File: config.mk
export PLATFORM = sky130hd
export DESIGN_NAME = cfg_load_port
export DESIGN_NICKNAME = d
export VERILOG_FILES = /design/src/shared/cfg_load_pkg.sv /design/src/logic/word_fifo.sv /design/src/logic/cfg_load_port.sv
export SDC_FILE = /design/constraint.sdc
export NUM_CORES = 1
export LEC_CHECK = 0
export ABC_AREA = 1
export BUFFER_PORTS_ARGS = -buffer_cell sky130_fd_sc_hd__buf_4
export CELL_PAD_IN_SITES_DETAIL_PLACEMENT = 1
export CELL_PAD_IN_SITES_GLOBAL_PLACEMENT = 1
export CORE_MARGIN = 3
export CORE_UTILIZATION = 47
export CTS_BUF_LIST = sky130_fd_sc_hd__clkbuf_8
export CTS_CLUSTER_DIAMETER = 60
export DETAILED_ROUTE_END_ITERATION = 16
export PLACE_DENSITY = 0.86
export SLEW_MARGIN = 20
export SYNTH_ARGS = -nofsm -noshare
export SYNTH_HDL_FRONTEND = slang
export SYNTH_SLANG_ARGS = --single-unit
File: constraint.sdc
create_clock -name sys_clk -period 5.1 [get_ports sys_clk]
set_input_delay 0.765 -clock sys_clk [delete_from_list [all_inputs] [get_ports sys_clk]]
set_output_delay 0.765 -clock sys_clk [all_outputs]
set_load 0.01 [all_outputs]
File: src/shared/cfg_load_pkg.sv
// Shared constants, types and pin bundles for the test-port configuration loader.
package cfg_load_pkg;

  // ----------------------------------------------------------------
  // Instruction register
  // ----------------------------------------------------------------
  localparam int        IR_W          = 4;
  localparam logic [3:0] OP_SAMPLE    = 4'h1;
  localparam logic [3:0] OP_IDCODE    = 4'h2;
  localparam logic [3:0] OP_PROGRAM   = 4'h3;
  localparam logic [3:0] OP_START     = 4'h4;
  localparam logic [3:0] OP_STATUS    = 4'h5;
  localparam logic [3:0] OP_IO_SETUP  = 4'h6;
  localparam logic [3:0] OP_RELOAD    = 4'h7;
  localparam logic [3:0] OP_BYPASS    = 4'hf;
  localparam logic [3:0] IR_CAPTURE   = 4'h1;

  // ----------------------------------------------------------------
  // Data registers and timing
  // ----------------------------------------------------------------
  localparam int         DR_W         = 32;
  localparam int         IO_W         = 16;
  localparam int         WORD_W       = 8;
  localparam int         FIFO_DEPTH   = 32;
  // Arbitrary identification value, names no real part.
  localparam logic [31:0] ID_VALUE    = 32'h0a5a_5001;
  // Extra test clocks needed after the last bitstream bit.
  localparam int         INIT_CYCLES  = 1094;
  localparam int         INIT_CNT_W   = 11;

  // ----------------------------------------------------------------
  // Types
  // ----------------------------------------------------------------
  typedef enum logic [3:0] {
    TLR, RTI, SEL_DR, CAP_DR, SH_DR, EX1_DR, PAU_DR, EX2_DR, UPD_DR,
    SEL_IR, CAP_IR, SH_IR, EX1_IR, PAU_IR, EX2_IR, UPD_IR
  } tap_state_t;

  typedef struct packed {
    logic tck;
    logic tms;
    logic tdi;
    logic trst_n;
    logic reload_request_low;
  } pin_sample_t;

endpackage

File: src/logic/word_fifo.sv
// Synchronous FIFO with valid/ready on both sides.
`timescale 1ns/1ps
module word_fifo #(
  parameter int W     = 8,
  parameter int DEPTH = 32
) (
  input  wire logic         sys_clk,
  input  wire logic         resetn,
  input  wire logic         in_valid,
  output logic              in_ready,
  input  wire logic [W-1:0] in_data,
  output logic              out_valid,
  input  wire logic         out_ready,
  output logic [W-1:0]      out_data
);
  localparam int AW = $clog2(DEPTH);

  typedef struct packed {
    logic [AW-1:0] wr;
    logic [AW-1:0] rd;
    logic [AW:0]   cnt;
  } fifo_state_t;

  fifo_state_t    st_r;
  fifo_state_t    st_nxt;
  logic [W-1:0]   mem [DEPTH];
  logic           push;
  logic           pop;

  assign in_ready  = (st_r.cnt != (AW+1)'(DEPTH));
  assign out_valid = (st_r.cnt != '0);
  assign out_data  = mem[st_r.rd];
  assign push      = in_valid & in_ready;
  assign pop       = out_valid & out_ready;

  always_comb begin
    st_nxt = st_r;
    if (push) begin
      st_nxt.wr = (st_r.wr == AW'(DEPTH-1)) ? '0 : st_r.wr + 1'b1;
    end
    if (pop) begin
      st_nxt.rd = (st_r.rd == AW'(DEPTH-1)) ? '0 : st_r.rd + 1'b1;
    end
    st_nxt.cnt = st_r.cnt + (AW+1)'(push) - (AW+1)'(pop);
  end

  always_ff @(posedge sys_clk) begin
    if (!resetn) begin
      st_r <= '0;
    end else begin
      st_r <= st_nxt;
    end
    if (push) begin
      mem[st_r.wr] <= in_data;
    end
  end
endmodule

File: src/logic/cfg_load_port.sv
// Test-port configuration loader: sampled TAP, instruction gating and bitstream intake.
`timescale 1ns/1ps

module cfg_load_port #(
  parameter int IO_W   = cfg_load_pkg::IO_W,
  parameter int WORD_W = cfg_load_pkg::WORD_W,
  parameter int DEPTH  = cfg_load_pkg::FIFO_DEPTH
) (
  input  wire logic              sys_clk,
  input  wire logic              resetn,
  input  wire logic              tck,
  input  wire logic              tms,
  input  wire logic              tdi,
  input  wire logic              trst_n,
  input  wire logic              reload_request_low,
  input  wire logic              other_load_active,
  input  wire logic [IO_W-1:0]   io_pins_in,
  output logic                   tdo_out,
  output logic                   tdo_oe_n,
  output logic                   load_complete_flag,
  output logic                   user_io_hiz,
  output logic                   load_abort,
  output logic                   restart_load,
  output logic                   load_overrun,
  output logic [IO_W-1:0]        io_setup,
  output logic                   cfg_valid,
  input  wire logic              cfg_ready,
  output logic [WORD_W-1:0]      cfg_word
);
  localparam int BW = $clog2(WORD_W);

  // ----------------------------------------------------------------
  // State
  // ----------------------------------------------------------------
  typedef struct packed {
    cfg_load_pkg::pin_sample_t   s1;
    cfg_load_pkg::pin_sample_t   s2;
    logic                        tck_d;
    logic                        reload_d;
    cfg_load_pkg::tap_state_t    tap;
    logic [cfg_load_pkg::IR_W-1:0] ir_sh;
    logic [cfg_load_pkg::IR_W-1:0] ir;
    logic [cfg_load_pkg::DR_W-1:0] dr_sh;
    logic                        bypass;
    logic [WORD_W-1:0]           word;
    logic [BW-1:0]               bits;
    logic                        pend;
    logic [WORD_W-1:0]           pend_data;
    logic                        loading;
    logic                        interrupted;
    logic [cfg_load_pkg::INIT_CNT_W-1:0] init_cnt;
    logic                        tdo;
    logic                        tdo_oe_n;
    logic                        done;
    logic                        abort;
    logic                        restart;
    logic                        overrun;
    logic [IO_W-1:0]             io_setup;
  } port_state_t;

  port_state_t st_r;
  port_state_t st_nxt;
  logic        fifo_ready;

  word_fifo #(
    .W     (WORD_W),
    .DEPTH (DEPTH)
  ) u_fifo (
    .sys_clk   (sys_clk),
    .resetn    (resetn),
    .in_valid  (st_r.pend),
    .in_ready  (fifo_ready),
    .in_data   (st_r.pend_data),
    .out_valid (cfg_valid),
    .out_ready (cfg_ready),
    .out_data  (cfg_word)
  );

  // ----------------------------------------------------------------
  // TAP next state
  // ----------------------------------------------------------------
  function automatic cfg_load_pkg::tap_state_t tap_next(cfg_load_pkg::tap_state_t s,
                                                        logic m);
    case (s)
      cfg_load_pkg::TLR:    tap_next = m ? cfg_load_pkg::TLR    : cfg_load_pkg::RTI;
      cfg_load_pkg::RTI:    tap_next = m ? cfg_load_pkg::SEL_DR : cfg_load_pkg::RTI;
      cfg_load_pkg::SEL_DR: tap_next = m ? cfg_load_pkg::SEL_IR : cfg_load_pkg::CAP_DR;
      cfg_load_pkg::CAP_DR: tap_next = m ? cfg_load_pkg::EX1_DR : cfg_load_pkg::SH_DR;
      cfg_load_pkg::SH_DR:  tap_next = m ? cfg_load_pkg::EX1_DR : cfg_load_pkg::SH_DR;
      cfg_load_pkg::EX1_DR: tap_next = m ? cfg_load_pkg::UPD_DR : cfg_load_pkg::PAU_DR;
      cfg_load_pkg::PAU_DR: tap_next = m ? cfg_load_pkg::EX2_DR : cfg_load_pkg::PAU_DR;
      cfg_load_pkg::EX2_DR: tap_next = m ? cfg_load_pkg::UPD_DR : cfg_load_pkg::SH_DR;
      cfg_load_pkg::UPD_DR: tap_next = m ? cfg_load_pkg::SEL_DR : cfg_load_pkg::RTI;
      cfg_load_pkg::SEL_IR: tap_next = m ? cfg_load_pkg::TLR    : cfg_load_pkg::CAP_IR;
      cfg_load_pkg::CAP_IR: tap_next = m ? cfg_load_pkg::EX1_IR : cfg_load_pkg::SH_IR;
      cfg_load_pkg::SH_IR:  tap_next = m ? cfg_load_pkg::EX1_IR : cfg_load_pkg::SH_IR;
      cfg_load_pkg::EX1_IR: tap_next = m ? cfg_load_pkg::UPD_IR : cfg_load_pkg::PAU_IR;
      cfg_load_pkg::PAU_IR: tap_next = m ? cfg_load_pkg::EX2_IR : cfg_load_pkg::PAU_IR;
      cfg_load_pkg::EX2_IR: tap_next = m ? cfg_load_pkg::UPD_IR : cfg_load_pkg::SH_IR;
      cfg_load_pkg::UPD_IR: tap_next = m ? cfg_load_pkg::SEL_DR : cfg_load_pkg::RTI;
      default:              tap_next = cfg_load_pkg::TLR;
    endcase
  endfunction

  // ----------------------------------------------------------------
  // Sampled-clock behaviour
  // ----------------------------------------------------------------
  always_comb begin
    logic                         rise;
    logic                         fall;
    logic                         word_done;
    logic [cfg_load_pkg::IR_W-1:0] op;
    rise      = st_r.s2.tck & ~st_r.tck_d;
    fall      = ~st_r.s2.tck & st_r.tck_d;
    word_done = 1'b0;
    op        = st_r.ir;
    st_nxt    = st_r;
    // Pins cross two flops before anything else looks at them.
    st_nxt.s1       = {tck, tms, tdi, trst_n, reload_request_low};
    st_nxt.s2       = st_r.s1;
    st_nxt.tck_d    = st_r.s2.tck;
    st_nxt.reload_d = st_r.s2.reload_request_low;
    st_nxt.abort    = 1'b0;
    st_nxt.restart  = 1'b0;

    // limited instruction set
    // Until an I/O setup interrupts a running load, only non-disturbing
    // instructions, a takeover load and the reload restart act; anything else behaves as bypass.
    if (other_load_active && !st_r.interrupted &&
        op != cfg_load_pkg::OP_IDCODE && op != cfg_load_pkg::OP_SAMPLE &&
        op != cfg_load_pkg::OP_IO_SETUP && op != cfg_load_pkg::OP_PROGRAM) begin
      op = cfg_load_pkg::OP_BYPASS;
    end

    if (st_r.pend && fifo_ready) begin
      st_nxt.pend = 1'b0;
    end

    if (rise) begin
      st_nxt.tap = tap_next(st_r.tap, st_r.s2.tms);
      case (st_r.tap)
        cfg_load_pkg::TLR: begin
          st_nxt.ir = cfg_load_pkg::OP_IDCODE;
        end
        cfg_load_pkg::RTI: begin
          // Initialisation clocks only count while the start instruction is held.
          if (op == cfg_load_pkg::OP_START && st_r.loading) begin
            st_nxt.init_cnt = st_r.init_cnt + 1'b1;
            if (st_r.init_cnt == cfg_load_pkg::INIT_CNT_W'(cfg_load_pkg::INIT_CYCLES - 1)) begin
              st_nxt.done    = ~st_r.overrun & ~st_r.pend;
              st_nxt.loading = 1'b0;
            end
          end
        end
        cfg_load_pkg::CAP_IR: begin
          st_nxt.ir_sh = cfg_load_pkg::IR_CAPTURE;
        end
        cfg_load_pkg::SH_IR: begin
          st_nxt.ir_sh = {st_r.s2.tdi, st_r.ir_sh[cfg_load_pkg::IR_W-1:1]};
        end
        cfg_load_pkg::UPD_IR: begin
          st_nxt.ir = st_r.ir_sh;
          case (st_r.ir_sh)
            cfg_load_pkg::OP_PROGRAM: begin
              st_nxt.abort       = other_load_active;
              st_nxt.loading     = 1'b1;
              st_nxt.interrupted = 1'b0;
              st_nxt.done        = 1'b0;
              st_nxt.overrun     = 1'b0;
              st_nxt.init_cnt    = '0;
              st_nxt.bits        = '0;
            end
            cfg_load_pkg::OP_IO_SETUP: begin
              st_nxt.abort       = 1'b1;
              st_nxt.loading     = 1'b0;
              st_nxt.interrupted = 1'b1;
            end
            cfg_load_pkg::OP_RELOAD: begin
              st_nxt.restart     = 1'b1;
              st_nxt.interrupted = 1'b0;
              st_nxt.done        = 1'b0;
            end
            default: begin
            end
          endcase
        end
        cfg_load_pkg::CAP_DR: begin
          st_nxt.bypass = 1'b0;
          case (op)
            cfg_load_pkg::OP_IDCODE: st_nxt.dr_sh = cfg_load_pkg::ID_VALUE;
            cfg_load_pkg::OP_SAMPLE: st_nxt.dr_sh = cfg_load_pkg::DR_W'(io_pins_in);
            cfg_load_pkg::OP_STATUS: st_nxt.dr_sh = cfg_load_pkg::DR_W'(st_r.done);
            default:                 st_nxt.dr_sh = st_r.dr_sh;
          endcase
        end
        cfg_load_pkg::SH_DR: begin
          case (op)
            cfg_load_pkg::OP_PROGRAM: begin
              st_nxt.word = {st_r.s2.tdi, st_r.word[WORD_W-1:1]};
              st_nxt.bits = st_r.bits + 1'b1;
              word_done   = (st_r.bits == BW'(WORD_W - 1));
            end
            cfg_load_pkg::OP_IDCODE, cfg_load_pkg::OP_SAMPLE,
            cfg_load_pkg::OP_STATUS, cfg_load_pkg::OP_IO_SETUP: begin
              st_nxt.dr_sh = {st_r.s2.tdi, st_r.dr_sh[cfg_load_pkg::DR_W-1:1]};
            end
            default: begin
              st_nxt.bypass = st_r.s2.tdi;
            end
          endcase
        end
        cfg_load_pkg::UPD_DR: begin
          if (op == cfg_load_pkg::OP_IO_SETUP) begin
            st_nxt.io_setup = st_r.dr_sh[cfg_load_pkg::DR_W-1 -: IO_W];
          end
        end
        default: begin
        end
      endcase
    end

    // A word that completes while the last one still waits for room overwrites it, so the waiting word is lost.
    if (word_done) begin
      st_nxt.pend_data = {st_r.s2.tdi, st_r.word[WORD_W-1:1]};
      st_nxt.pend      = 1'b1;
      if (st_r.pend && !fifo_ready) begin
        st_nxt.overrun = 1'b1;
      end
    end

    // bypass bit shows at the following falling edge, half a test clock later.
    if (fall) begin
      st_nxt.tdo_oe_n = 1'b1;
      if (st_r.tap == cfg_load_pkg::SH_IR) begin
        st_nxt.tdo      = st_r.ir_sh[0];
        st_nxt.tdo_oe_n = 1'b0;
      end else if (st_r.tap == cfg_load_pkg::SH_DR) begin
        st_nxt.tdo_oe_n = 1'b0;
        case (op)
          cfg_load_pkg::OP_IDCODE, cfg_load_pkg::OP_SAMPLE,
          cfg_load_pkg::OP_STATUS, cfg_load_pkg::OP_IO_SETUP: st_nxt.tdo = st_r.dr_sh[0];
          cfg_load_pkg::OP_PROGRAM:                           st_nxt.tdo = 1'b0;
          default:                                            st_nxt.tdo = st_r.bypass;
        endcase
      end
    end

    if (st_r.reload_d && !st_r.s2.reload_request_low) begin
      st_nxt.restart     = 1'b1;
      st_nxt.interrupted = 1'b0;
      st_nxt.loading     = 1'b0;
      st_nxt.done        = 1'b0;
    end

    // test reset overrides all
    // The pin is sampled, so the reset lands three system clocks later, with
    // no test clock needed.
    if (!st_r.s2.trst_n) begin
      st_nxt.tap      = cfg_load_pkg::TLR;
      st_nxt.ir       = cfg_load_pkg::OP_IDCODE;
      st_nxt.tdo_oe_n = 1'b1;
    end
  end

  // only resets clear state
  // Global clear and global output enable are deliberately not inputs here.
  always_ff @(posedge sys_clk) begin
    if (!resetn) begin
      st_r          <= '0;
      st_r.s1       <= '1;
      st_r.s2       <= '1;
      st_r.reload_d <= 1'b1;
      st_r.tap      <= cfg_load_pkg::TLR;
      st_r.ir       <= cfg_load_pkg::OP_IDCODE;
      st_r.tdo_oe_n <= 1'b1;
    end else begin
      st_r <= st_nxt;
    end
  end

  // ----------------------------------------------------------------
  // Outputs
  // ----------------------------------------------------------------
  // dedicated test pins
  assign tdo_out            = st_r.tdo;
  assign tdo_oe_n           = st_r.tdo_oe_n;
  assign load_complete_flag = st_r.done;
  // user I/O high-impedance only while a load runs
  assign user_io_hiz        = st_r.loading;
  assign load_abort         = st_r.abort;
  assign restart_load       = st_r.restart;
  assign load_overrun       = st_r.overrun;
  assign io_setup           = st_r.io_setup;
endmodule

==> results.md <==
* Vias in the first global route at around 13,000
* Max-slew violations at 0
* H-tree lvl count at 3
* Hold violation count in the final report at 0
* Pleak at 6.39 nW
* Clk_lat worst skew at ~0.6 ns
* Hold slack at 0.370 ns
* Worst Path Arrival at approximately 3.3 ns
* Vias at around 12,000
* Clock tree buffer depth at 3
* TritonCTS buffer count at 67
* Top FF cell, synth: edfxtp_1
* Worst-path clk slew at 0.06 ns
* Global-route wire length before repair at between 70 and 80 mm
* DIE AREA at about 37,000 sq um
* Final setup fails at 0
* CTS Sinks at approximately 390
* RSZ-0062 raised after global routing: no
* Worst endpoint required time at 4.34 ns
* Sequential cell area fraction in the yosys report at 0.626
* Wirelength, routed at 44.3 mm
* Synth Cell Area at between 15,000 and 20,000 sq um
* Post-CTS sizing at 0
* CTS Root Cell: clkbuf_8
* Synth warn at 0
* Asr flop ratio synth at 0
* Startpoint types: register
* Final #Nets at roughly 1,700
* Number of placed I/O pins at 57
* Critical-path maximum fanout at between 90 and 100
* Core Footprint at ~34,000 sq um
* Total track usage at 0.234
* Relative slew slack at 0.313
* CTS tree: built
* Row cnt at between 60 and 70
* Net count after synthesis at 1,645
* Count of unique library cells instantiated by Yosys at 44
* Antenna diodes at 0
* Fin crit share at 0.788
* CP endpoint kind: output port
* Max Cap Viol at 0
* Routed Antenna Nets at 0
* GP Congestion at about 0.84
* Status: finished clean
* Initial antenna violation count at 0
* Overflow after GRT at 0
* DPL Wire Length at roughly 28 mm
* Cells after synthesis at roughly 1,600
* CTS hold repair buffers at 0
* Post-synth EDFFs at roughly 260
* Setup TNS at 0 ns
* Min Tclk post-route at 4.02 ns
* Layout cells sized above 1 at 0.126
* Largest net degree at the start of global routing at between 100 and 150
* Routed WL per cell at ~21 um
* Achievable clock frequency at 249 MHz
* Post-CTS Setup Bufs at 0
* Setup CP Type: reg -> out
* Top-area cell type share of the netlist area at 0.466
* Hold Crit Class: in -> reg
* Area leader, netlist: edfxtp_1
* Die Span X at 193 um
* Synth Register Bits at 388
* DR pass1 iterations at 5
* Starting Density at 0.485
* Placed Cells incl. Taps at 2,012
* Syn avg cell area at between 10 and 15 sq um
* Top cells by count, synth: edfxtp_1, nor2_1, nand2_1, dfxtp_1, o21ai_0
* Drc violations at 0
* Vias per cell at about 5.8
* Top cells by area, synth: edfxtp_1, dfxtp_1, nor2_1
* Worst slew pin tran at 1.03 ns
* Drt initial violations at a little under 1,000
* Height of the die at about 190 um
* Maximum vdd drop at 0.385 mV
* Pwr Density at slightly below 400 nW/um^2
* Fin Clk Skew at about 0.025 ns
* Area growth syn-to-layout at 11.4%
* Port Buffers at 56
* Finished Layout Cells at 2,133
worst max-delay path, cell delays in order (launching register included):
cell      delay [ns]
dfxtp_4         0.61
buf_4           0.76
o21ai_0         0.25
o221ai_1        0.28
nand3_1         0.21
nand2_1         0.18
nand2_1         0.08
nand2_1         0.08
buf_4           0.12
layout make-up:
type	count	area, sq um
sequential	388	10300
tap	448	561
timing repair buffer	69	542
clock inverter	46	259
fill	3754	15700
clock buffer	74	1020
multi-input combinational	1015	5310
inverter	93	350
kinds of logic (layout without fill, tap and decap cells):
logic type | count (synthesis) | in the layout | share of synthesized area
compound gates | 347 | 347 | 0.135
xor+xnor | 6 | 6 | 0.00319
fa+ha+maj | 21 | 21 | 0.0164
buf+inv | 196 | 282 | 0.0528
flops | 388 | 388 | 0.626
simple gates | 641 | 641 | 0.166
through the flow:
step | instance area [sq um] | util | total power, mW | worst slack [ns]
2_1_floorplan | 16500 | - | 4.19 | 2.62
3_3_place_gp | 17100 | 0.501 | 4.44 | 1.94
3_5_place_dp | 17100 | 0.502 | 4.51 | 1.73
4_1_cts | 18400 | 0.539 | 7.24 | 1.06
5_1_grt | 18400 | 0.540 | 7.49 | 0.950
6_report | 18400 | 0.540 | 7.17 | 1.08
state kept, by name, summed over array words and instances (netlist names), named ones only:
name and count:
u_fifo.mem 256, restart_load 1, u_fifo.st_r 16, st_nxt 7
load_complete_flag 1, io_setup 16, load_overrun 1, tdo_oe_n 1
tdo_out 1, st_r 81, user_io_hiz 1, load_abort 1
path summary, 6_finish.rpt:
kind                     from     endpoint  slack, ns  depth (start not counted)
hold reg to reg   st_nxt[106]  st_nxt[101]       0.42                          1
setup reg to reg     st_r[96]      tdo_out       2.11                          7
setup / recovery     register  cfg_word[0]       1.08                          8
hold / removal            tms  st_nxt[105]       0.37                          2
layer usage:
metal / track usage / wire (um) / part of all wire / up-vias
met5: 0 / 0 / 0 / -
met4: 0.0927 / 1360 / 0.031 / 0
met3: 0.0391 / 2250 / 0.051 / 105
met2: 0.407 / 22400 / 0.51 / 391
met1: 0.292 / 18300 / 0.41 / 6176
li1: - / - / - / 5680
cell usage in the layout (no fill, tap or decap), drive strengths merged:
| master | instances |
|---|---|
| xor2 | 6 |
| nand2 | 231 |
| clkinv | 28 |
| nor3 | 18 |
| o21a | 1 |
| nand3b | 2 |
| a31oi | 2 |
| nor2 | 261 |
| nand4 | 13 |
| dfxtp | 132 |
| a21boi | 1 |
| a211oi | 21 |
| edfxtp | 256 |
| and3 | 1 |
| clkinvlp | 1 |
| a22oi | 1 |
| a21oi | 78 |
| buf | 69 |
| inv | 108 |
| o221ai | 64 |
| nor4 | 9 |
| bufinv | 2 |
| nand3 | 93 |
| or2 | 13 |
| ha | 20 |
| o21bai | 64 |
| fa | 1 |
| o21ai | 115 |
| clkbuf | 74 |
power by group:
group / internal (mW) / switching, mW
logic: 0.375 / 0.668
registers: 3.35 / 0.0537
clock network: 1.44 / 1.28
total: 5.17 / 2.00
No activity file was read; power rests on OpenSTA's default activity.
